`src/tmr8_pkg.sv`:
```
// package of constants and carrier types for the 8-bit dual compare timer
// assumes a single system clock; no register bus, all control is by ports
package tmr8_pkg;

  // ************************************************************
  // count limits
  // ************************************************************
  localparam logic [7:0] TMR8_BOTTOM = 8'h00;
  localparam logic [7:0] TMR8_MAX = 8'hff;

  // ************************************************************
  // clock select codes
  // ************************************************************
  localparam logic [2:0] TMR8_CS_STOP = 3'h0;
  localparam logic [2:0] TMR8_CS_DIV1 = 3'h1;
  localparam logic [2:0] TMR8_CS_DIV8 = 3'h2;
  localparam logic [2:0] TMR8_CS_DIV64 = 3'h3;
  localparam logic [2:0] TMR8_CS_DIV256 = 3'h4;
  localparam logic [2:0] TMR8_CS_DIV1024 = 3'h5;
  localparam logic [2:0] TMR8_CS_EXT_FALL = 3'h6;
  localparam logic [2:0] TMR8_CS_EXT_RISE = 3'h7;

  // ************************************************************
  // prescaler taps (terminal counts of a 10-bit free counter)
  // ************************************************************
  localparam logic [9:0] TMR8_TAP8 = 10'h007;
  localparam logic [9:0] TMR8_TAP64 = 10'h03f;
  localparam logic [9:0] TMR8_TAP256 = 10'h0ff;
  localparam logic [9:0] TMR8_TAP1024 = 10'h3ff;

  // ************************************************************
  // waveform modes
  // ************************************************************
  localparam logic [2:0] TMR8_WM_NORMAL = 3'h0;
  localparam logic [2:0] TMR8_WM_PC_MAX = 3'h1;
  localparam logic [2:0] TMR8_WM_CTC = 3'h2;
  localparam logic [2:0] TMR8_WM_FAST_MAX = 3'h3;
  localparam logic [2:0] TMR8_WM_PC_CMPA = 3'h5;
  localparam logic [2:0] TMR8_WM_FAST_CMPA = 3'h7;

  // ************************************************************
  // compare output modes and flag bit positions
  // ************************************************************
  localparam logic [1:0] TMR8_COM_NONE = 2'h0;
  localparam logic [1:0] TMR8_COM_TOGGLE = 2'h1;
  localparam logic [1:0] TMR8_COM_CLEAR = 2'h2;
  localparam logic [1:0] TMR8_COM_SET = 2'h3;
  localparam int TMR8_FLAG_OVF = 0;
  localparam int TMR8_FLAG_MA = 1;
  localparam int TMR8_FLAG_MB = 2;

  // ************************************************************
  // reset values
  // ************************************************************
  localparam logic [7:0] TMR8_COUNT_RST = 8'h00;
  localparam logic [7:0] TMR8_CMP_RST = 8'h00;
  localparam logic [2:0] TMR8_FLAGS_RST = 3'h0;
  localparam logic [9:0] TMR8_PRE_RST = 10'h000;

  // software write strobe with its data
  typedef struct packed {
    logic wr;
    logic [7:0] data;
  } tmr8_wr_t;

  // state of the tick selector
  typedef struct packed {
    logic [9:0] pre;
    logic ext_s1;
    logic ext_s2;
    logic ext_s3;
    logic tick;
  } tmr8_tick_st_t;

  // state of the main timer
  typedef struct packed {
    logic [7:0] count;
    logic down;
    logic [1:0][7:0] cmp;
    logic [1:0][7:0] cmp_buf;
    logic [2:0] flags;
    logic [2:0] irq;
    logic block;
    logic [1:0] match_pend;
    logic [1:0] wave;
    logic [7:0] count_out;
    logic [1:0][7:0] cmp_out;
  } tmr8_st_t;

endpackage : tmr8_pkg

```
`src/tmr8_core.sv`:
```
// 8-bit timer with two compare units, double buffering and pwm
// assumes software strobes are one-cycle pulses on the system clock
//
// Overview of operation
// - counter at bottom when 0x00, at maximum when 0xff
// - top is fixed 0xff or compare register a, by waveform mode
// - tick from prescaler tap or external pin edge per clock select
// - clock select zero stops counter; count still readable and writable
// - software count write beats clear, increment and decrement
// - each tick clears, increments or decrements counter per mode
// - three-bit waveform mode: two bits in ctrl a, one in ctrl b
// - overflow flag set at mode-defined point, offered as interrupt
// - counter compared with both compare registers at all times
// - match sets its unit flag on the following tick
// - flag clears on interrupt service or software writing one
// - three flags in one flag register, each masked separately
// - waveform outputs driven from matches per mode and output mode
// - compare registers double buffered in pwm modes only
// - buffered value copied to active register on the tick at top, never at bottom
// - software compare writes reach buffer when buffered, else active
// - force compare in non-pwm modes acts on output like a match
// - forced compare sets no flag and leaves the counter alone
// - count write blocks match flags and outputs on the next tick, even stopped; clear-on-match mode still clears on compare a
// - normal mode counts up, wraps 0xff to 0x00, overflow at zero
// - clear-on-match mode clears counter when it equals compare a
// - fast pwm counts bottom to top and restarts; mode 3 or 7
// - output mode zero leaves the output alone on a match
module tmr8_core (
  input wire logic CLOCK_IN,
  input wire logic RST_IN,
  input wire logic TIMER_POWER_OFF_IN,
  input wire logic [1:0] TIMER_CTRL_A_WAVEFORM_MODE_IN,
  input wire logic TIMER_CTRL_B_WAVEFORM_MODE_IN,
  input wire logic [2:0] CLOCK_SELECT_IN,
  input wire logic [1:0] COMPARE_OUTPUT_MODE_A_IN,
  input wire logic [1:0] COMPARE_OUTPUT_MODE_B_IN,
  input wire logic [1:0] FORCE_COMPARE_IN,
  input wire logic EXT_COUNT_PIN_IN,
  input wire tmr8_pkg::tmr8_wr_t COUNT_VALUE_WR_IN,
  input wire tmr8_pkg::tmr8_wr_t COMPARE_REG_A_WR_IN,
  input wire tmr8_pkg::tmr8_wr_t COMPARE_REG_B_WR_IN,
  input wire logic [2:0] IRQ_FLAG_REG_CLEAR_IN,
  input wire logic [2:0] IRQ_SERVICED_IN,
  input wire logic [2:0] IRQ_MASK_REG_IN,
  output logic [7:0] COUNT_VALUE_OUT,
  output logic [7:0] COMPARE_REG_A_OUT,
  output logic [7:0] COMPARE_REG_B_OUT,
  output logic [2:0] IRQ_FLAG_REG_OUT,
  output logic [2:0] IRQ_REQ_OUT,
  output logic WAVE_OUT_A_OUT,
  output logic WAVE_OUT_B_OUT
);

  // ************************************************************
  // decoding helpers
  // ************************************************************
  function automatic logic is_pwm(input logic [2:0] wm);
    is_pwm = (wm == tmr8_pkg::TMR8_WM_PC_MAX) ||
             (wm == tmr8_pkg::TMR8_WM_FAST_MAX) ||
             (wm == tmr8_pkg::TMR8_WM_PC_CMPA) ||
             (wm == tmr8_pkg::TMR8_WM_FAST_CMPA);
  endfunction : is_pwm

  function automatic logic is_phase(input logic [2:0] wm);
    is_phase = (wm == tmr8_pkg::TMR8_WM_PC_MAX) ||
               (wm == tmr8_pkg::TMR8_WM_PC_CMPA);
  endfunction : is_phase

  // action of a match on a wave bit in non-pwm modes
  function automatic logic match_act(input logic [1:0] com,
                                     input logic cur);
    unique case (com)
      tmr8_pkg::TMR8_COM_NONE: match_act = cur;
      tmr8_pkg::TMR8_COM_TOGGLE: match_act = ~cur;
      tmr8_pkg::TMR8_COM_CLEAR: match_act = 1'b0;
      tmr8_pkg::TMR8_COM_SET: match_act = 1'b1;
    endcase
  endfunction : match_act

  // top moves off 0xff only in the two modes that name compare a
  function automatic logic top_is_a(input logic [2:0] wm);
    top_is_a = (wm == tmr8_pkg::TMR8_WM_PC_CMPA) ||
               (wm == tmr8_pkg::TMR8_WM_FAST_CMPA);
  endfunction : top_is_a

  // ************************************************************
  // pwm waveform helpers
  // ************************************************************
  // fast pwm: a match moves the pin to com bit 0, the top tick undoes it
  function automatic logic fast_act(input logic [1:0] com,
                                    input logic hit,
                                    input logic top_tick,
                                    input logic cur);
    fast_act = cur;
    if (hit) begin
      fast_act = com[0];
    end else if (top_tick) begin
      fast_act = ~com[0];
    end
  endfunction : fast_act

  // phase correct: the match level flips with the count direction
  function automatic logic phase_act(input logic [1:0] com,
                                     input logic hit,
                                     input logic down,
                                     input logic cur);
    phase_act = cur;
    if (hit) begin
      phase_act = down ^ com[0];
    end
  endfunction : phase_act

  // ************************************************************
  // tick source
  // ************************************************************
  logic tick_raw;
  logic tick;
  logic [2:0] wmode;
  logic pwm;
  logic [7:0] top;
  logic at_top;
  logic at_bottom;
  logic [1:0] com [2];
  logic [1:0] match;
  logic phase;
  logic top_tick;

  tmr8_tick u_tick (
    .CLOCK_IN(CLOCK_IN),
    .RST_IN(RST_IN),
    .CLOCK_SELECT_IN(CLOCK_SELECT_IN),
    .EXT_COUNT_PIN_IN(EXT_COUNT_PIN_IN),
    .TIMER_TICK_OUT(tick_raw)
  );

  // powered-off timer sees no ticks; software keeps it cleared
  assign tick = tick_raw & ~TIMER_POWER_OFF_IN;

  tmr8_pkg::tmr8_st_t st_q;
  tmr8_pkg::tmr8_st_t st_d;

  // ************************************************************
  // mode decoding
  // ************************************************************
  assign wmode = {TIMER_CTRL_B_WAVEFORM_MODE_IN,
                  TIMER_CTRL_A_WAVEFORM_MODE_IN};
  assign pwm = is_pwm(wmode);
  assign phase = is_phase(wmode);
  assign top = top_is_a(wmode) ? st_q.cmp[0] : tmr8_pkg::TMR8_MAX;
  assign top_tick = tick && at_top;
  assign at_top = (st_q.count == top);
  assign at_bottom = (st_q.count == tmr8_pkg::TMR8_BOTTOM);
  assign com[0] = COMPARE_OUTPUT_MODE_A_IN;
  assign com[1] = COMPARE_OUTPUT_MODE_B_IN;

  // ************************************************************
  // comparators
  // ************************************************************
  genvar gi;
  generate
    for (gi = 0; gi < 2; gi++) begin : g_cmp
      assign match[gi] = (st_q.count == st_q.cmp[gi]);
    end
  endgenerate

  // ************************************************************
  // next state
  // ************************************************************
  always_comb begin
    logic [1:0] hit;
    logic ovf;
    logic reload;
    logic [2:0] set;
    logic [7:0] nxt;
    logic [2:0] clr;
    hit = 2'b00;
    clr = 3'b000;
    ovf = 1'b0;
    reload = 1'b0;
    set = 3'b000;
    nxt = st_q.count;
    st_d = st_q;

    // a match seen on one tick is acted on at the next one
    if (tick) begin
      hit = st_q.match_pend;
      // a count write just before this tick masks what it would catch
      if (st_q.block) begin
        st_d.match_pend = 2'b00;
      end else begin
        st_d.match_pend = match;
      end
      st_d.block = 1'b0;
    end

    // counting sequence
    if (tick) begin
      unique case (wmode)
        tmr8_pkg::TMR8_WM_NORMAL: begin
          nxt = st_q.count + 8'h01;
          ovf = (st_q.count == tmr8_pkg::TMR8_MAX);
        end
        tmr8_pkg::TMR8_WM_CTC: begin
          if (match[0]) begin
            nxt = tmr8_pkg::TMR8_BOTTOM;
          end else begin
            nxt = st_q.count + 8'h01;
          end
          // a missed compare a lets the count run on past 0xff
          ovf = (st_q.count == tmr8_pkg::TMR8_MAX) && !match[0];
        end
        tmr8_pkg::TMR8_WM_FAST_MAX, tmr8_pkg::TMR8_WM_FAST_CMPA: begin
          if (at_top) begin
            nxt = tmr8_pkg::TMR8_BOTTOM;
          end else begin
            nxt = st_q.count + 8'h01;
          end
          ovf = at_top;
          reload = at_top;
        end
        tmr8_pkg::TMR8_WM_PC_MAX, tmr8_pkg::TMR8_WM_PC_CMPA: begin
          if (st_q.down) begin
            if (at_bottom) begin
              nxt = st_q.count + 8'h01;
              st_d.down = 1'b0;
            end else begin
              nxt = st_q.count - 8'h01;
            end
          end else begin
            if (at_top) begin
              nxt = st_q.count - 8'h01;
              st_d.down = 1'b1;
            end else begin
              nxt = st_q.count + 8'h01;
            end
          end
          ovf = at_bottom;
          reload = at_top;
        end
        default: begin
          // reserved codes count like normal mode rather than freeze
          nxt = st_q.count + 8'h01;
          ovf = (st_q.count == tmr8_pkg::TMR8_MAX);
        end
      endcase
      st_d.count = nxt;
    end

    // software count write wins and blocks the next tick's match flags and outputs
    if (COUNT_VALUE_WR_IN.wr) begin
      st_d.count = COUNT_VALUE_WR_IN.data;
      st_d.block = 1'b1;
    end

    // double buffering of compare registers
    if (pwm && reload) begin
      st_d.cmp = st_q.cmp_buf;
    end
    if (COMPARE_REG_A_WR_IN.wr) begin
      if (pwm) begin
        st_d.cmp_buf[0] = COMPARE_REG_A_WR_IN.data;
      end else begin
        st_d.cmp[0] = COMPARE_REG_A_WR_IN.data;
        st_d.cmp_buf[0] = COMPARE_REG_A_WR_IN.data;
      end
    end
    if (COMPARE_REG_B_WR_IN.wr) begin
      if (pwm) begin
        st_d.cmp_buf[1] = COMPARE_REG_B_WR_IN.data;
      end else begin
        st_d.cmp[1] = COMPARE_REG_B_WR_IN.data;
        st_d.cmp_buf[1] = COMPARE_REG_B_WR_IN.data;
      end
    end

    // flags: hardware set wins over a clear in the same cycle
    set[tmr8_pkg::TMR8_FLAG_OVF] = ovf;
    set[tmr8_pkg::TMR8_FLAG_MA] = hit[0];
    set[tmr8_pkg::TMR8_FLAG_MB] = hit[1];
    clr = IRQ_FLAG_REG_CLEAR_IN | IRQ_SERVICED_IN;
    st_d.flags = (st_q.flags & ~clr) | set;
    st_d.irq = st_d.flags & IRQ_MASK_REG_IN;

    // waveform generation
    for (int u = 0; u < 2; u++) begin
      if (!pwm) begin
        if (hit[u]) begin
          st_d.wave[u] = match_act(com[u], st_q.wave[u]);
        end
        // forcing touches the pin only, never flags or counter
        if (FORCE_COMPARE_IN[u]) begin
          st_d.wave[u] = match_act(com[u], st_q.wave[u]);
        end
      end else if (com[u][1]) begin
        // com 2 non-inverting, com 3 inverting; com 1 not supported
        if (phase) begin
          st_d.wave[u] = phase_act(com[u], hit[u], st_q.down,
                                   st_q.wave[u]);
        end else begin
          st_d.wave[u] = fast_act(com[u], hit[u], top_tick,
                                  st_q.wave[u]);
        end
      end
    end

    st_d.count_out = st_d.count;
    st_d.cmp_out = st_d.cmp;
  end

  always_ff @(posedge CLOCK_IN) begin
    if (RST_IN) begin
      st_q <= '{count: tmr8_pkg::TMR8_COUNT_RST,
                down: 1'b0,
                cmp: {tmr8_pkg::TMR8_CMP_RST, tmr8_pkg::TMR8_CMP_RST},
                cmp_buf: {tmr8_pkg::TMR8_CMP_RST, tmr8_pkg::TMR8_CMP_RST},
                flags: tmr8_pkg::TMR8_FLAGS_RST,
                irq: tmr8_pkg::TMR8_FLAGS_RST,
                block: 1'b0,
                match_pend: 2'b00,
                wave: 2'b00,
                count_out: tmr8_pkg::TMR8_COUNT_RST,
                cmp_out: {tmr8_pkg::TMR8_CMP_RST, tmr8_pkg::TMR8_CMP_RST}};
    end else begin
      st_q <= st_d;
    end
  end

  // ************************************************************
  // outputs
  // ************************************************************
  assign COUNT_VALUE_OUT = st_q.count_out;
  assign COMPARE_REG_A_OUT = st_q.cmp_out[0];
  assign COMPARE_REG_B_OUT = st_q.cmp_out[1];
  assign IRQ_FLAG_REG_OUT = st_q.flags;
  assign IRQ_REQ_OUT = st_q.irq;
  assign WAVE_OUT_A_OUT = st_q.wave[0];
  assign WAVE_OUT_B_OUT = st_q.wave[1];

endmodule : tmr8_core

```
`src/tmr8_tick.sv`:
```
// timer tick selector: free prescaler and external pin edge detector
// assumes the count pin is synchronous to the system clock as sampled
module tmr8_tick (
  input wire logic CLOCK_IN,
  input wire logic RST_IN,
  input wire logic [2:0] CLOCK_SELECT_IN,
  input wire logic EXT_COUNT_PIN_IN,
  output logic TIMER_TICK_OUT
);

  tmr8_pkg::tmr8_tick_st_t st_q;
  tmr8_pkg::tmr8_tick_st_t st_d;

  // ************************************************************
  // tick selection
  // ************************************************************
  always_comb begin
    st_d = st_q;
    // prescaler runs free, independent of the selection
    st_d.pre = st_q.pre + 10'h001;
    st_d.ext_s1 = EXT_COUNT_PIN_IN;
    st_d.ext_s2 = st_q.ext_s1;
    st_d.ext_s3 = st_q.ext_s2;
    unique case (CLOCK_SELECT_IN)
      tmr8_pkg::TMR8_CS_STOP: st_d.tick = 1'b0;
      tmr8_pkg::TMR8_CS_DIV1: st_d.tick = 1'b1;
      tmr8_pkg::TMR8_CS_DIV8:
        st_d.tick = (st_q.pre[2:0] == tmr8_pkg::TMR8_TAP8[2:0]);
      tmr8_pkg::TMR8_CS_DIV64:
        st_d.tick = (st_q.pre[5:0] == tmr8_pkg::TMR8_TAP64[5:0]);
      tmr8_pkg::TMR8_CS_DIV256:
        st_d.tick = (st_q.pre[7:0] == tmr8_pkg::TMR8_TAP256[7:0]);
      tmr8_pkg::TMR8_CS_DIV1024:
        st_d.tick = (st_q.pre == tmr8_pkg::TMR8_TAP1024);
      tmr8_pkg::TMR8_CS_EXT_FALL:
        st_d.tick = st_q.ext_s3 & ~st_q.ext_s2;
      tmr8_pkg::TMR8_CS_EXT_RISE:
        st_d.tick = ~st_q.ext_s3 & st_q.ext_s2;
    endcase
  end

  always_ff @(posedge CLOCK_IN) begin
    if (RST_IN) begin
      st_q <= '{pre: tmr8_pkg::TMR8_PRE_RST, default: 1'b0};
    end else begin
      st_q <= st_d;
    end
  end

  assign TIMER_TICK_OUT = st_q.tick;

endmodule : tmr8_tick
```
`config.mk`:
```
export PLATFORM = sky130hd
export DESIGN_NAME = tmr8_core
export DESIGN_NICKNAME = d
export VERILOG_FILES = /design/src/tmr8_pkg.sv /design/src/tmr8_core.sv /design/src/tmr8_tick.sv
export SDC_FILE = /design/constraint.sdc
export NUM_CORES = 1
export LEC_CHECK = 0
export ABC_AREA = 1
export BUFFER_PORTS_ARGS = -buffer_cell sky130_fd_sc_hd__buf_2
export CAP_MARGIN = 40
export CORE_ASPECT_RATIO = 0.8
export CORE_MARGIN = 5
export CORE_UTILIZATION = 35
export DETAILED_ROUTE_END_ITERATION = 6
export PLACE_DENSITY = 0.64
export SYNTH_ARGS = -nofsm -noshare
export SYNTH_HDL_FRONTEND = slang
export SYNTH_SLANG_ARGS = --single-unit
export TNS_END_PERCENT = 1
```
`constraint.sdc`:
```
create_clock -name CLOCK_IN -period 1.7 [get_ports CLOCK_IN]
set_input_delay 0.34 -clock CLOCK_IN [delete_from_list [all_inputs] [get_ports CLOCK_IN]]
set_output_delay 0.34 -clock CLOCK_IN [all_outputs]
set_load 0.02 [all_outputs]
```
**Yosys cells after proc, flatten, opt, wreduce, memory -nomap -nowiden**

Cells that the tools add are included.

- Register bits: 66
- Input bits: 52
- Output and inout bits: 32
- Word-level logic and storage cells: 136

- Add/sub/neg operators: 3
- Equality and inequality tests: 32
- Mux-type cells: 45
- Bitwise operators: 17
- Reductions and logical operators: 22

Operators with widths:

| operator | count |
|---|---|
| 8-bit 2-to-1 mux | 11 |
| 8-bit equality test | 3 |
| 1-bit 2-to-1 mux | 24 |
| 8-bit one-hot mux with 3 select lines | 1 |
| 3-bit equality test (second input constant) | 7 |
| 8-bit equality test (second input constant) | 2 |
| 16-bit 2-to-1 mux | 1 |
| 3-bit by 2-bit equality test with 1-bit output (second input constant) | 4 |
| 10-bit by 1-bit adder with 10-bit output (second input constant) | 1 |
| 10-bit equality test (second input constant) | 1 |
| 9-bit 2-to-1 mux | 1 |
| 8-bit by 1-bit adder with 8-bit output (second input constant) | 1 |
| 2-bit equality test (second input constant) | 4 |
| 8-bit zero test | 1 |
| 1-bit one-hot mux with 4 select lines | 2 |
| 1-bit one-hot mux with 8 select lines | 1 |
| 4-bit AND reduction | 2 |
| 8-bit by 1-bit subtractor with 8-bit output (second input constant) | 1 |
| 1-bit inverter | 7 |
| 3-bit bitwise AND | 2 |
| 3-bit by 1-bit equality test with 1-bit output (second input constant) | 2 |
| 6-bit equality test (second input constant) | 1 |
| 3-bit by 1-bit inequality test with 1-bit output (second input constant) | 2 |
| 3-bit by 2-bit inequality test with 1-bit output (second input constant) | 2 |
| other kinds (19) | 35 |

**Logic depth before layout (Yosys ltp)**

Gate-level depths: netlist of run 1.

- Depth after elaboration: 10
- Gate-level depth with buffers: 15
- Gate-level depth less buffers: 14

**Hierarchy**

From an unflattened synthesis of run 1, not the netlist that was laid out.

- Cell total of the unflattened synthesis: 606
- Area total of the unflattened synthesis: 4091.4 um^2

Modules (own cells, without submodules):

| module | instances | cells each | area an instance (um^2) | sequential area each (um^2) |
|---|---|---|---|---|
| tmr8_core | 1 | 518 | 3448.3 | 1041.0 |
| tmr8_tick | 1 | 88 | 643.1 | 280.3 |

**Worst setup path before layout of run 1**

No wires, ideal clock.

- Path type: reg-to-reg
- From: reg COUNT_VALUE_OUT[0] (netlist name)
- To: reg st_q, in the netlist COMPARE_REG_A_OUT[2]
- Library setup time: 0.116 ns
- Arrival: 1.578 ns
- Data required time: 1.584 ns
- Slack: 0.005 ns
- Cell stages (with the launch flop): 14
- Path buffers: 2
- Period minus slack after synthesis: 1.695 ns
- Path through: dfxtp_1 -> buf_2 -> nand3_1 -> o21ai_1 -> inv_1 -> nor2_4 -> nand3_4 -> nor2_8 -> nand2_4 -> buf_6 -> nand2_1 -> nand3_1 -> o211ai_1 -> inv_1

RTL lines:

| item | line | source |
|---|---|---|
| end signal, assigned | tmr8_core.sv:312 | `st_q <= '{count: tmr8_pkg::TMR8_COUNT_RST,` |
| end signal, assigned | tmr8_core.sv:324 | `st_q <= st_d;` |
| end, declared | tmr8_core.sv:139 | `tmr8_pkg::tmr8_st_t st_q;` |

==> impl_metrics.xml, run 1 <==
<?xml version="1.0" encoding="UTF-8"?>
<metrics>
  <group name="outcome">
    <metric name="status" unit="">finished, violations left</metric>
    <metric name="violations_in_the_final_reports" unit="">setup timing</metric>
  </group>
  <group name="yosys">
    <metric name="async_flop_share" unit="">0</metric>
    <metric name="synth_enable_flop_cells" unit="">0</metric>
    <metric name="total_number_of_yosys_warnings" unit="">0</metric>
    <metric name="synth_fp_nets" unit="">674</metric>
    <metric name="most_common_flop_cell_mapped_by_yosys" unit="">sky130_fd_sc_hd__dfxtp_1</metric>
    <metric name="synth_largest_type_area_fraction" unit="">0.321</metric>
    <metric name="postSynthCellCount" unit="">615</metric>
    <metric name="yosys_register_bits" unit="">66</metric>
    <metric name="synth_area_leaders" unit="">sky130_fd_sc_hd__dfxtp_1, sky130_fd_sc_hd__nand2_1, sky130_fd_sc_hd__nor2_1, sky130_fd_sc_hd__inv_1, sky130_fd_sc_hd__buf_4</metric>
    <metric name="synth_top_area_cell" unit="">sky130_fd_sc_hd__dfxtp_1</metric>
    <metric name="synth_area" unit="mm²">0.00411</metric>
    <metric name="synth_sequential_area_ratio" unit="">0.321</metric>
    <metric name="synthDistinctLibCells" unit="">36</metric>
    <metric name="syn-mean-instance-area" unit="µm²">6.69</metric>
  </group>
  <group name="layout">
    <metric name="layout.cells.most_common" unit="">sky130_fd_sc_hd__nand2_1</metric>
    <metric name="area_growth_syn_to_layout" unit="%">33.5</metric>
    <metric name="num-fill-cells" unit="">1158</metric>
    <metric name="layout_common_cells" unit="">sky130_fd_sc_hd__nand2_1, sky130_fd_sc_hd__buf_2, sky130_fd_sc_hd__buf_4</metric>
    <metric name="final_net_count" unit="">802</metric>
    <metric name="fin_area" unit="mm²">0.00549</metric>
    <metric name="fraction_of_layout_cells_with_a_size_suffix_above_1" unit="">0.313</metric>
    <metric name="final_cells" unit="">896</metric>
    <metric name="diodes" unit="">0</metric>
  </group>
  <group name="floorplanning">
    <metric name="ports" unit="">84</metric>
    <metric name="num_rows" unit="">35</metric>
    <metric name="fp.dieArea" unit="mm²">0.0140</metric>
    <metric name="core-area" unit="mm²">0.0115</metric>
    <metric name="die_span_in_y" unit="µm">107</metric>
    <metric name="chipWidth" unit="µm">131</metric>
    <metric name="initial_utilization" unit="">0.357</metric>
  </group>
  <group name="sta">
    <metric name="maximum_clock_frequency" unit="GHz">0.517</metric>
    <metric name="timing.max_slew.rel_slack" unit="">0.709</metric>
    <metric name="worst_slew_pin_slew" unit="ns">0.436</metric>
    <metric name="timing.final.setup_violations" unit="">29</metric>
    <metric name="worst_setup_slack_final" unit="ns">-0.234</metric>
    <metric name="timing.final.crit_share" unit="">1.14</metric>
    <metric name="slew_viol_final" unit="">0</metric>
    <metric name="worst_clock_skew" unit="ns">0.00670</metric>
    <metric name="fin_setup_tns" unit="ns">-4.80</metric>
    <metric name="grt_setup_unrepaired" unit="">yes</metric>
    <metric name="report.final.hold_viol_count" unit="">0</metric>
    <metric name="final_period_minus_worst_setup_slack" unit="ns">1.93</metric>
  </group>
  <group name="power">
    <metric name="vdd_ir_drop_max" unit="µV">460</metric>
    <metric name="power_leakage" unit="µW">0.00276</metric>
    <metric name="power_density_of_the_placed_cells" unit="mW/mm²">821</metric>
  </group>
  <group name="critical_path">
    <metric name="cp-end-kind" unit="">flip-flop</metric>
    <metric name="critical_path_arrival" unit="ns">2.15</metric>
    <metric name="start_kind" unit="">flip-flop</metric>
    <metric name="worstPathMaxFanout" unit="">7</metric>
    <metric name="crit_required" unit="ns">1.92</metric>
    <metric name="path_class" unit="">reg2reg</metric>
  </group>
  <group name="global_route">
    <metric name="grtUsageMet1" unit="">0.241</metric>
    <metric name="globalRouteOverflowTotal" unit="">0</metric>
    <metric name="grt_start_max_net_pins" unit="">29</metric>
    <metric name="grtUsageMet2" unit="">0.283</metric>
    <metric name="globalRouteTotalUtil" unit="">0.181</metric>
    <metric name="grt_antenna_before_repair" unit="">0</metric>
    <metric name="grt.busiest_layer" unit="">met2</metric>
    <metric name="grt_util_met3" unit="">0.0525</metric>
    <metric name="number_of_global_route_vias_before_repair" unit="">4137</metric>
    <metric name="first_pass_grt_wire_length" unit="mm">20.5</metric>
  </group>
  <group name="clock_tree">
    <metric name="ctsHtreeMaxLevel" unit="">3</metric>
    <metric name="cts-buffers-inserted" unit="">9</metric>
    <metric name="tritoncts" unit="">built</metric>
    <metric name="insertion_delay" unit="ns">0.33</metric>
    <metric name="cts_root_buffer" unit="">sky130_fd_sc_hd__clkbuf_16</metric>
    <metric name="clk_pin_slew" unit="ns">0.06</metric>
    <metric name="tritoncts_num_sinks" unit="">66</metric>
    <metric name="clock_tree.buffer_depth" unit="">2</metric>
  </group>
  <group name="placed_design">
    <metric name="placedCellCount" unit="">861</metric>
    <metric name="gp_congestion" unit="">0.926</metric>
    <metric name="placement.cell_area" unit="mm²">0.00488</metric>
    <metric name="hpwl_after_detailed_placement" unit="mm">9.70</metric>
    <metric name="numPortBuffers" unit="">83</metric>
  </group>
  <group name="drt">
    <metric name="route.detailed.vias_per_inst" unit="">4.89</metric>
    <metric name="post_route_ant_nets" unit="">0</metric>
    <metric name="post_route_wl" unit="mm">13.1</metric>
    <metric name="detailedRoute.firstPassIterationCount" unit="">5</metric>
    <metric name="via_count" unit="">4384</metric>
    <metric name="detailedRoute.firstIterationViolations" unit="">321</metric>
    <metric name="detail_route.wl_per_cell" unit="µm">14.6</metric>
    <metric name="drc" unit="">0</metric>
  </group>
  <group name="flow_run">
    <metric name="cap_viol_max_count" unit="">0</metric>
  </group>
  <group name="min_path">
    <metric name="worst_hold_path_type" unit="">in2reg</metric>
  </group>
</metrics>
==> area by class of cell <==
cell class	instances	area (µm²)	share of cell area
Multi-Input combinational cell	418	2260	0.412
Sequential cell	66	1340	0.243
Timing Repair Buffer	171	1110	0.203
Inverter	77	292	0.0531
Clock buffer	9	225	0.0410
Tap cell	148	185	0.0337
Clock inverter	7	77.6	0.0141
==> layer usage <==
layer  wire (µm)  vias to the layer above
met3         993                       10
met4         131                        0
li1            -                     2219
met1        6050                     2016
met2        5890                      139
met5           0                        -
==> registers in the layout (all words and copies together), names as in the netlist <==
signal / count
COUNT_VALUE_OUT: 8
u_tick.st_q: 11
IRQ_FLAG_REG_OUT: 3
WAVE_OUT_A_OUT: 1
WAVE_OUT_B_OUT: 1
COMPARE_REG_B_OUT: 8
COMPARE_REG_A_OUT: 8
u_tick.TIMER_TICK_OUT: 1
IRQ_REQ_OUT: 3
st_q: 20
u_tick.st_d: 2
==> synth_stat cells, types with 2 or more instances <==
| cell | instances |
|---|---|
| sky130_fd_sc_hd__xor2_1 | 17 |
| sky130_fd_sc_hd__nor2_2 | 2 |
| sky130_fd_sc_hd__o21bai_1 | 2 |
| sky130_fd_sc_hd__dfxtp_1 | 66 |
| sky130_fd_sc_hd__nand2_1 | 111 |
| sky130_fd_sc_hd__ha_1 | 7 |
| sky130_fd_sc_hd__buf_2 | 6 |
| sky130_fd_sc_hd__buf_6 | 3 |
| sky130_fd_sc_hd__a21oi_1 | 36 |
| sky130_fd_sc_hd__inv_2 | 5 |
| sky130_fd_sc_hd__nor3b_1 | 2 |
| sky130_fd_sc_hd__o21ai_1 | 6 |
| sky130_fd_sc_hd__nor2_1 | 79 |
| sky130_fd_sc_hd__inv_1 | 71 |
| sky130_fd_sc_hd__o21ai_0 | 43 |
| sky130_fd_sc_hd__nor3_1 | 8 |
| sky130_fd_sc_hd__o211ai_1 | 17 |
| sky130_fd_sc_hd__xnor2_1 | 8 |
| sky130_fd_sc_hd__clkbuf_1 | 10 |
| sky130_fd_sc_hd__mux2i_1 | 2 |
| sky130_fd_sc_hd__buf_4 | 35 |
| sky130_fd_sc_hd__and2_1 | 4 |
| sky130_fd_sc_hd__a31oi_1 | 3 |
| sky130_fd_sc_hd__nand4_1 | 9 |
| sky130_fd_sc_hd__nand3_1 | 52 |
==> critical path, stage by stage, from the launching register on <==
cell                       delay, ns
sky130_fd_sc_hd__dfxtp_1        0.41
sky130_fd_sc_hd__buf_4          0.19
sky130_fd_sc_hd__nand4_1        0.14
sky130_fd_sc_hd__o21ai_4        0.12
sky130_fd_sc_hd__nand3_4        0.17
sky130_fd_sc_hd__nor2_8         0.22
sky130_fd_sc_hd__nand2_8        0.10
sky130_fd_sc_hd__buf_6          0.15
sky130_fd_sc_hd__nand2_1        0.06
sky130_fd_sc_hd__nand3_1        0.07
sky130_fd_sc_hd__o211ai_1       0.11
sky130_fd_sc_hd__inv_1          0.06
==> logic make-up (layout without fill, tap and decap cells) <==
| kind of cell | after synthesis | count (layout) | synth area share |
|---|---|---|---|
| adders and majority gates | 7 | 7 | 0.0213 |
| DFF | 66 | 66 | 0.321 |
| and+or+nand+nor | 273 | 274 | 0.291 |
| muxes | 2 | 2 | 0.00487 |
| xor gates and xnor gates | 25 | 25 | 0.0532 |
| buffers and inverters | 132 | 264 | 0.160 |
| AOI/OAI and AO/OA | 110 | 110 | 0.149 |
==> through the flow <==
step / hold WS (ns) / util / total power (µW) / setup slack, ns
floorplan: 0.388 / - / 2260 / 0.00544
global placement: 0.394 / 0.424 / 2580 / -0.282
detailed placement: 0.402 / 0.424 / 2590 / -0.328
CTS: 0.199 / 0.457 / 4500 / -0.210
global route: 0.213 / 0.477 / 4730 / -0.366
finish: 0.212 / 0.477 / 4510 / -0.234
==> power breakdown <==
part	leakage [µW]	switching [µW]	internal, µW
Clock	0.000146	733	1140
Combinational	0.00206	532	401
Sequential	0.000546	69.8	1630
==> worst paths after layout <==
| kind | endpoint | depth (start not counted) | slack [ns] | from |
|---|---|---|---|---|
| setup / recovery | COMPARE_REG_A_OUT[5] | 11 | -0.23 | COUNT_VALUE_OUT[7] |
| hold / removal | IRQ_REQ_OUT[2] | 2 | 0.21 | IRQ_MASK_REG_IN[2] |
| setup reg to reg | COMPARE_REG_A_OUT[5] | 11 | -0.23 | COUNT_VALUE_OUT[7] |
| hold reg to reg | u_tick.st_d[1] | 2 | 0.40 | u_tick.st_d[2] |
==> repair_timing <==
| item | in CTS | in global routing |
|---|---|---|
| pin swaps | 1 | 14 |
| gates cloned | 1 | 0 |
| setup buffers | 4 | 14 |
| hold buffers | 0 | 0 |
| setup endpoints to repair | 29 | 31 |
| resized for setup | 14 | 39 |
| hold endpoints to repair | 0 | 0 |
No activity file was read; power rests on OpenSTA's default activity.
==> run 2: changes to the inputs <==
--- a/config.mk
+++ b/config.mk
@@ -5,7 +5,6 @@
 export SDC_FILE = /design/constraint.sdc
 export NUM_CORES = 1
 export LEC_CHECK = 0
-export ABC_AREA = 1
 export BUFFER_PORTS_ARGS = -buffer_cell sky130_fd_sc_hd__buf_2
 export CAP_MARGIN = 40
 export CORE_ASPECT_RATIO = 0.8
==> run 2 against run 1 <==
  * Setup slack worse by 0.31 ns
  * Clock skew up 0.0024 ns
  * Wire length down 4.3%
  * Area after synthesis down 5.0%
  * Critical endpoint is now COUNT_VALUE_OUT[4]
  * Clock power down 3%
  * Synthesized cell count down 23%
  * Count of clock-buffer cells in the layout up 1
  * The flow still finishes with violations (setup timing)
  * Sequential power about the same
  * Critical path type unchanged
  * Critical path depth down 3
==> impl_metrics.xml, run 2 <==
<?xml version="1.0" encoding="UTF-8"?>
<metrics>
  <group name="clock_tree">
    <metric name="tritoncts" unit="">built</metric>
    <metric name="clock_tree.buffer_depth" unit="">2</metric>
    <metric name="tritoncts_num_sinks" unit="">66</metric>
    <metric name="ctsHtreeMaxLevel" unit="">3</metric>
    <metric name="cts-buffers-inserted" unit="">9</metric>
    <metric name="insertion_delay" unit="ns">0.33</metric>
    <metric name="clk_pin_slew" unit="ns">0.06</metric>
    <metric name="cts_root_buffer" unit="">sky130_fd_sc_hd__clkbuf_16</metric>
  </group>
  <group name="sta">
    <metric name="final_period_minus_worst_setup_slack" unit="ns">2.24</metric>
    <metric name="report.final.hold_viol_count" unit="">0</metric>
    <metric name="grt_setup_unrepaired" unit="">yes</metric>
    <metric name="worst_clock_skew" unit="ns">0.00908</metric>
    <metric name="worst_setup_slack_final" unit="ns">-0.539</metric>
    <metric name="slew_viol_final" unit="">0</metric>
    <metric name="timing.final.crit_share" unit="">1.32</metric>
    <metric name="hold-worst-slack" unit="ns">0.208</metric>
    <metric name="timing.max_slew.rel_slack" unit="">0.697</metric>
    <metric name="timing.final.setup_violations" unit="">29</metric>
    <metric name="worst_slew_pin_slew" unit="ns">0.454</metric>
    <metric name="maximum_clock_frequency" unit="GHz">0.447</metric>
  </group>
  <group name="global_route">
    <metric name="globalRouteTotalUtil" unit="">0.183</metric>
    <metric name="grt_start_max_net_pins" unit="">27</metric>
    <metric name="number_of_global_route_vias_before_repair" unit="">3877</metric>
    <metric name="first_pass_grt_wire_length" unit="mm">19.6</metric>
    <metric name="globalRouteOverflowTotal" unit="">0</metric>
    <metric name="grt_antenna_before_repair" unit="">0</metric>
  </group>
  <group name="placed_design">
    <metric name="placedCellCount" unit="">730</metric>
    <metric name="gp_congestion" unit="">0.955</metric>
    <metric name="hpwl_after_detailed_placement" unit="mm">9.76</metric>
    <metric name="numPortBuffers" unit="">83</metric>
  </group>
  <group name="critical_path">
    <metric name="critical_path_arrival" unit="ns">2.45</metric>
    <metric name="start_kind" unit="">flip-flop</metric>
    <metric name="r2r_cells" unit="">8</metric>
    <metric name="worstPathMaxFanout" unit="">5</metric>
    <metric name="crit_required" unit="ns">1.92</metric>
    <metric name="timing.critical_path.slowest_cell_delay" unit="ns">0.44</metric>
    <metric name="cp-end-kind" unit="">flip-flop</metric>
    <metric name="crit_path_top_delay_cell" unit="">sky130_fd_sc_hd__a2111o_1</metric>
    <metric name="critPathBufInv" unit="">1</metric>
    <metric name="worstReg2RegEnd" unit="">COUNT_VALUE_OUT[4]</metric>
    <metric name="reg2reg_from" unit="">COMPARE_REG_A_OUT[2]</metric>
    <metric name="cp_top_delay_family" unit="">compound AO/OA/AOI/OAI gates</metric>
    <metric name="timing.critical_path.cells" unit="">nor2b_1 &gt; a2111o_1 &gt; a221oi_4 &gt; buf_4 &gt; nand2_4 &gt; a21o_1 &gt; a221o_1 &gt; a31o_1</metric>
    <metric name="path_class" unit="">reg2reg</metric>
    <metric name="rrSetupSlack" unit="ns">-0.54</metric>
  </group>
  <group name="drt">
    <metric name="detailedRoute.firstPassIterationCount" unit="">5</metric>
    <metric name="dr.max_layer_used" unit="">met4</metric>
    <metric name="post_route_wl" unit="mm">12.5</metric>
    <metric name="wl_met1" unit="mm">5.60</metric>
    <metric name="detail_route.wl_per_cell" unit="µm">16.7</metric>
    <metric name="via_count" unit="">3927</metric>
    <metric name="detailedRoute.firstIterationViolations" unit="">296</metric>
    <metric name="post_route_ant_nets" unit="">0</metric>
    <metric name="met2_wirelength" unit="mm">5.58</metric>
    <metric name="met3_length" unit="mm">1.16</metric>
    <metric name="route.detailed.vias_per_inst" unit="">5.23</metric>
    <metric name="drc" unit="">0</metric>
  </group>
  <group name="yosys">
    <metric name="most_common_flop_cell_mapped_by_yosys" unit="">sky130_fd_sc_hd__dfxtp_1</metric>
    <metric name="synth_area" unit="mm²">0.00391</metric>
    <metric name="synth.top_cells.by_count" unit="">sky130_fd_sc_hd__dfxtp_1, sky130_fd_sc_hd__nor2_1, sky130_fd_sc_hd__a21oi_1</metric>
    <metric name="synth_top_area_cell" unit="">sky130_fd_sc_hd__dfxtp_1</metric>
    <metric name="synth_enable_flop_cells" unit="">0</metric>
    <metric name="synth_fp_nets" unit="">533</metric>
    <metric name="postSynthCellCount" unit="">474</metric>
    <metric name="total_number_of_yosys_warnings" unit="">0</metric>
    <metric name="async_flop_share" unit="">0</metric>
    <metric name="synth_sequential_area_ratio" unit="">0.338</metric>
    <metric name="syn-mean-instance-area" unit="µm²">8.25</metric>
    <metric name="synthDistinctLibCells" unit="">60</metric>
    <metric name="yosysMostFrequentCell" unit="">sky130_fd_sc_hd__dfxtp_1</metric>
    <metric name="synth_largest_type_area_fraction" unit="">0.338</metric>
    <metric name="yosys_register_bits" unit="">66</metric>
    <metric name="synth_area_leaders" unit="">sky130_fd_sc_hd__dfxtp_1, sky130_fd_sc_hd__mux2i_1, sky130_fd_sc_hd__buf_4, sky130_fd_sc_hd__a21oi_1, sky130_fd_sc_hd__nor2_1</metric>
  </group>
  <group name="floorplanning">
    <metric name="fp.dieArea" unit="mm²">0.0134</metric>
    <metric name="ports" unit="">84</metric>
    <metric name="num_rows" unit="">34</metric>
    <metric name="initial_utilization" unit="">0.359</metric>
    <metric name="chipWidth" unit="µm">128</metric>
    <metric name="die_span_in_y" unit="µm">105</metric>
    <metric name="core-area" unit="mm²">0.0109</metric>
  </group>
  <group name="power">
    <metric name="vdd_ir_drop_max" unit="µV">477</metric>
    <metric name="power_leakage" unit="µW">0.00236</metric>
    <metric name="power_density_of_the_placed_cells" unit="mW/mm²">839</metric>
  </group>
  <group name="min_path">
    <metric name="worstHoldStart" unit="">IRQ_MASK_REG_IN[1]</metric>
    <metric name="worst_hold_path.num_cells" unit="">2</metric>
    <metric name="worst_hold_path_type" unit="">in2reg</metric>
    <metric name="worst_case_hold_path_end_point" unit="">IRQ_REQ_OUT[1]</metric>
  </group>
  <group name="layout">
    <metric name="fraction_of_layout_cells_with_a_size_suffix_above_1" unit="">0.384</metric>
    <metric name="final_net_count" unit="">662</metric>
    <metric name="area_growth_syn_to_layout" unit="%">36.0</metric>
    <metric name="layout_common_cells" unit="">sky130_fd_sc_hd__buf_4, sky130_fd_sc_hd__buf_2, sky130_fd_sc_hd__dfxtp_1</metric>
    <metric name="largest_reg_flops" unit="">20</metric>
    <metric name="diodes" unit="">0</metric>
    <metric name="final_cells" unit="">751</metric>
    <metric name="num-fill-cells" unit="">1108</metric>
    <metric name="max_flop_register" unit="">st_q</metric>
    <metric name="largest_registers" unit="">st_q: 20 flops, u_tick.st_q: 11 flops</metric>
    <metric name="layout.cells.most_common" unit="">sky130_fd_sc_hd__buf_4</metric>
  </group>
  <group name="outcome">
    <metric name="violations_in_the_final_reports" unit="">setup timing</metric>
    <metric name="status" unit="">finished, violations left</metric>
  </group>
  <group name="flow_run">
    <metric name="cap_viol_max_count" unit="">0</metric>
  </group>
</metrics>
-- run 2: changes by cell type after synthesis, sizes merged, moves of 16 or more --
cell,change
mux2i,+30
o21ai,-16
nand3,-39
nor2,-36
inv,-57
nand2,-86
-- run 2: layout make-up --
type	instances	area, µm²	area share
timing repair buffer	174	1120	0.210
tap	144	180	0.0339
multi-input combinational	333	2320	0.437
sequential	66	1340	0.251
clock inverter	5	56.3	0.0106
inverter	19	73.8	0.0139
clock buffer	10	229	0.0431
-- run 2: worst max-delay path by stage --
stage / to / cells after the start / slack (ns) / start
floorplan: COMPARE_REG_B_OUT[3] / 9 / -0.57 / COUNT_VALUE_OUT[3]
global placement: COUNT_VALUE_OUT[4] / 8 / -0.65 / COUNT_VALUE_OUT[5]
detailed placement: COUNT_VALUE_OUT[4] / 7 / -0.62 / COUNT_VALUE_OUT[2]
CTS: WAVE_OUT_A_OUT / 8 / -0.53 / COMPARE_REG_A_OUT[6]
global route: COMPARE_REG_A_OUT[5] / 9 / -0.59 / COMPARE_REG_A_OUT[2]
finish: COUNT_VALUE_OUT[4] / 8 / -0.54 / COMPARE_REG_A_OUT[2]
-- run 2: worst reg2reg max path: cells and delay by family (launching register included) --
family                 cells  cell delay, ns
AOI/OAI and AO/OA          5            1.46
DFF                        1            0.31
and+or+nand+nor            2            0.20
buffers and inverters      1            0.17
-- run 2: cell families (layout without fill, tap and decap cells) --
kind of cell	count (synthesis)	count (layout)	synth area share
buffers and inverters	75	208	0.109
and+or+nand+nor	145	145	0.189
muxes	32	32	0.0819
AOI/OAI and AO/OA	126	126	0.207
adders and majority gates	7	7	0.0224
xor gates and xnor gates	23	23	0.0515
DFF	66	66	0.338
-- run 2: stage by stage --
step | util | worst slack, ns | power (µW) | instance area (µm²) | TNS (ns)
4_1_cts | 0.479 | -0.534 | 4460 | 5220 | -12.73
2_1_floorplan | - | -0.571 | 2220 | 3920 | -11.69
3_5_place_dp | 0.441 | -0.625 | 2570 | 4810 | -12.56
3_3_place_gp | 0.441 | -0.648 | 2560 | 4810 | -12.05
5_1_grt | 0.488 | -0.593 | 4660 | 5320 | -15.00
6_report | 0.488 | -0.539 | 4460 | 5320 | -11.68
-- run 2: layer usage --
layer  GRT usage  vias up
li1            -     1909
met1       0.253     1856
met4      0.0455        0
met2       0.278      146
met5           0        -
met3      0.0560       16
-- run 2: where the power goes --
part / total (µW) / switching, µW / internal [µW]
Clock: 1820 / 695 / 1120
Combinational: 952 / 508 / 444
Sequential: 1690 / 66.2 / 1630
Total: 4460 / 1270 / 3190
-- run 2: repair_timing --
action / 4_1_cts / 5_1_grt
buffers inserted: 4 / 2
pin swaps: 27 / 12
hold buffers: 0 / 0
gates resized for setup: 25 / 19
endpoints found under the setup margin: 31 / 32
==> run 3: changes to the inputs <==
--- a/config.mk
+++ b/config.mk
@@ -12,6 +12,7 @@
 export CORE_UTILIZATION = 35
 export DETAILED_ROUTE_END_ITERATION = 6
 export PLACE_DENSITY = 0.64
+export SETUP_SLACK_MARGIN = 0.1
 export SYNTH_ARGS = -nofsm -noshare
 export SYNTH_HDL_FRONTEND = slang
 export SYNTH_SLANG_ARGS = --single-unit
==> run 3 against run 2 <==
  * Highest routed layer unchanged
  * Core utilization up 0.25 points
  * Die area unchanged
  * The flow still finishes with violations (setup timing)
  * Sequential share of layout area down 0.083 points
  * Count of clock-buffer cells in the layout unchanged
  * Sequential cell count unchanged
  * Largest cell class unchanged
  * First-iteration DRC count down 3.7%
  * Critical endpoint unchanged
  * Cell count unchanged
  * Final area up 0.52%
  * Largest power group unchanged
==> impl_metrics.xml, run 3 (same netlist as run 2, synthesis figures left out) <==
<?xml version="1.0" encoding="UTF-8"?>
<metrics>
  <group name="floorplanning">
    <metric name="num_rows" unit="">34</metric>
    <metric name="fp.dieArea" unit="mm²">0.0134</metric>
    <metric name="die_span_in_y" unit="µm">105</metric>
    <metric name="ports" unit="">84</metric>
    <metric name="chipWidth" unit="µm">128</metric>
    <metric name="initial_utilization" unit="">0.359</metric>
    <metric name="core-area" unit="mm²">0.0109</metric>
  </group>
  <group name="critical_path">
    <metric name="cp-startpoint" unit="">COMPARE_REG_A_OUT[2]</metric>
    <metric name="reg2reg_from" unit="">COMPARE_REG_A_OUT[2]</metric>
    <metric name="cp-end-kind" unit="">flip-flop</metric>
    <metric name="r2r_cells" unit="">8</metric>
    <metric name="timing.critical_path.cells" unit="">nor2b_1 &gt; a2111o_1 &gt; a221oi_4 &gt; buf_4 &gt; nand2_4 &gt; a21o_1 &gt; a221o_1 &gt; a31o_1</metric>
    <metric name="rrSetupSlack" unit="ns">-0.52</metric>
    <metric name="timing.critical_path.slowest_cell_delay" unit="ns">0.44</metric>
    <metric name="cp-endpoint" unit="">COUNT_VALUE_OUT[4]</metric>
    <metric name="critical_path_arrival" unit="ns">2.44</metric>
    <metric name="worstPathMaxFanout" unit="">5</metric>
    <metric name="crit_path_top_delay_cell" unit="">sky130_fd_sc_hd__a2111o_1</metric>
    <metric name="path_class" unit="">reg2reg</metric>
    <metric name="start_kind" unit="">flip-flop</metric>
    <metric name="crit_required" unit="ns">1.92</metric>
    <metric name="worstReg2RegEnd" unit="">COUNT_VALUE_OUT[4]</metric>
  </group>
  <group name="layout">
    <metric name="largest_registers" unit="">st_q: 20 flops, u_tick.st_q: 11 flops</metric>
    <metric name="fraction_of_layout_cells_with_a_size_suffix_above_1" unit="">0.392</metric>
    <metric name="max_flop_register" unit="">st_q</metric>
    <metric name="area_growth_syn_to_layout" unit="%">36.7</metric>
    <metric name="layout.cells.most_common" unit="">sky130_fd_sc_hd__buf_4</metric>
    <metric name="diodes" unit="">0</metric>
    <metric name="num-fill-cells" unit="">1110</metric>
    <metric name="fin_area" unit="mm²">0.00535</metric>
    <metric name="largest_reg_flops" unit="">20</metric>
    <metric name="final_net_count" unit="">662</metric>
    <metric name="layout_common_cells" unit="">sky130_fd_sc_hd__buf_4, sky130_fd_sc_hd__buf_2, sky130_fd_sc_hd__dfxtp_1</metric>
  </group>
  <group name="drt">
    <metric name="post_route_ant_nets" unit="">0</metric>
    <metric name="post_route_wl" unit="mm">12.7</metric>
    <metric name="via_count" unit="">3918</metric>
    <metric name="detailedRoute.firstIterationViolations" unit="">285</metric>
    <metric name="drc" unit="">0</metric>
    <metric name="route.detailed.vias_per_inst" unit="">5.22</metric>
    <metric name="detailedRoute.firstPassIterationCount" unit="">5</metric>
    <metric name="detail_route.wl_per_cell" unit="µm">17.0</metric>
  </group>
  <group name="placed_design">
    <metric name="placement.cell_area" unit="mm²">0.00481</metric>
    <metric name="hpwl_after_detailed_placement" unit="mm">9.76</metric>
    <metric name="numPortBuffers" unit="">83</metric>
    <metric name="place_worst_setup_slack" unit="ns">-0.625</metric>
    <metric name="gp_congestion" unit="">0.955</metric>
  </group>
  <group name="sta">
    <metric name="slew_viol_final" unit="">0</metric>
    <metric name="worst_setup_slack_final" unit="ns">-0.520</metric>
    <metric name="timing.final.setup_violations" unit="">29</metric>
    <metric name="grt_setup_unrepaired" unit="">yes</metric>
    <metric name="report.final.hold_viol_count" unit="">0</metric>
    <metric name="worst_slew_pin_slew" unit="ns">0.471</metric>
    <metric name="timing.max_slew.rel_slack" unit="">0.685</metric>
    <metric name="worst_clock_skew" unit="ns">0.0101</metric>
    <metric name="timing.final.crit_share" unit="">1.31</metric>
    <metric name="maximum_clock_frequency" unit="GHz">0.450</metric>
    <metric name="final_period_minus_worst_setup_slack" unit="ns">2.22</metric>
  </group>
  <group name="global_route">
    <metric name="grt_start_max_net_pins" unit="">27</metric>
    <metric name="grt_antenna_before_repair" unit="">0</metric>
    <metric name="globalRouteTotalUtil" unit="">0.183</metric>
    <metric name="globalRouteOverflowTotal" unit="">0</metric>
    <metric name="first_pass_grt_wire_length" unit="mm">19.6</metric>
    <metric name="number_of_global_route_vias_before_repair" unit="">3877</metric>
  </group>
  <group name="power">
    <metric name="switching_power" unit="µW">1280</metric>
    <metric name="power.combinational.fraction" unit="">0.214</metric>
    <metric name="power_leakage" unit="µW">0.00236</metric>
    <metric name="clkPwrFrac" unit="">0.407</metric>
    <metric name="vdd_ir_drop_max" unit="µV">503</metric>
    <metric name="seq_power_share" unit="">0.379</metric>
    <metric name="p_total" unit="µW">4470</metric>
    <metric name="p_sw_frac" unit="">0.285</metric>
    <metric name="internal_power" unit="µW">3200</metric>
    <metric name="power_density_of_the_placed_cells" unit="mW/mm²">837</metric>
  </group>
  <group name="min_path">
    <metric name="worstHoldStart" unit="">IRQ_MASK_REG_IN[1]</metric>
    <metric name="worst_hold_path_type" unit="">in2reg</metric>
  </group>
  <group name="clock_tree">
    <metric name="cts-buffers-inserted" unit="">9</metric>
    <metric name="clock_tree.buffer_depth" unit="">2</metric>
    <metric name="ctsHtreeMaxLevel" unit="">3</metric>
    <metric name="post_cts_hold_buffer_count" unit="">0</metric>
    <metric name="tritoncts_num_sinks" unit="">66</metric>
    <metric name="tritoncts" unit="">built</metric>
    <metric name="insertion_delay" unit="ns">0.33</metric>
    <metric name="clk_pin_slew" unit="ns">0.06</metric>
    <metric name="cts_root_buffer" unit="">sky130_fd_sc_hd__clkbuf_16</metric>
  </group>
  <group name="flow_run">
    <metric name="cap_viol_max_count" unit="">0</metric>
  </group>
  <group name="outcome">
    <metric name="violations_in_the_final_reports" unit="">setup timing</metric>
    <metric name="status" unit="">finished, violations left</metric>
  </group>
</metrics>
run 3: changes by cell type in the layout (fill, tap and decap cells not counted), moves of 2 or more:
cell                      previous run  this run
sky130_fd_sc_hd__and3_1              6         4
sky130_fd_sc_hd__and3_4              0         2
sky130_fd_sc_hd__dfxtp_1            58        56
sky130_fd_sc_hd__dfxtp_2             6         8
run 3: worst max-delay path: cells and delay by family, from the launching register on:
kind            cells  cell delay [ns]
flops               1             0.30
simple gates        2             0.20
compound gates      5             1.46
buf+inv             1             0.17
run 3: power by group through the flow:
stage	combinational [µW]	sequential [µW]	clock, µW
2_1_floorplan	510	1710	0
3_3_place_gp	845	1710	0
3_5_place_dp	854	1720	0
4_1_cts	912	1690	1860
5_1_grt	1030	1700	1930
6_report	958	1690	1820
run 3: area by class of cell:
class	instances	area (µm²)	area share
Sequential cell	66	1340	0.250
Multi-Input combinational cell	333	2350	0.439
Tap cell	144	180	0.0337
Clock inverter	5	56.3	0.0105
Timing Repair Buffer	174	1120	0.209
Clock buffer	10	229	0.0428
Inverter	19	73.8	0.0138
run 3: how the worst min path moves through the flow:
stage	endpoint	slack (ns)	cells after the start
4_1_cts	IRQ_REQ_OUT[1]	0.20	2
6_report	IRQ_REQ_OUT[1]	0.21	2
2_1_floorplan	u_tick.st_d[1]	0.41	1
3_5_place_dp	u_tick.st_d[1]	0.44	1
3_3_place_gp	u_tick.st_d[1]	0.43	1
5_1_grt	IRQ_REQ_OUT[1]	0.21	2
run 3: routing by layer:
layer	global-route usage	wire length [µm]
met1	0.253	5990
met2	0.278	5730
met3	0.0560	896
met4	0.0455	135
met5	0	0
run 3: repair_timing:
| action | 4_1_cts | 5_1_grt |
|---|---|---|
| gates cloned | 0 | 0 |
| buffers inserted | 4 | 2 |
| resized for setup | 25 | 25 |
| endpoints found under the setup margin | 32 | 32 |
| pin swaps | 28 | 11 |
run 3: stage by stage:
stage | TNS [ns] | hold WS, ns | util | cells
floorplan | -11.69 | 0.414 | - | 474
global placement | -12.05 | 0.430 | 0.441 | 730
detailed placement | -12.56 | 0.438 | 0.441 | 730
CTS | -12.73 | 0.198 | 0.479 | 749
global route | -15.00 | 0.206 | 0.491 | 751
finish | -11.58 | 0.207 | 0.491 | 751
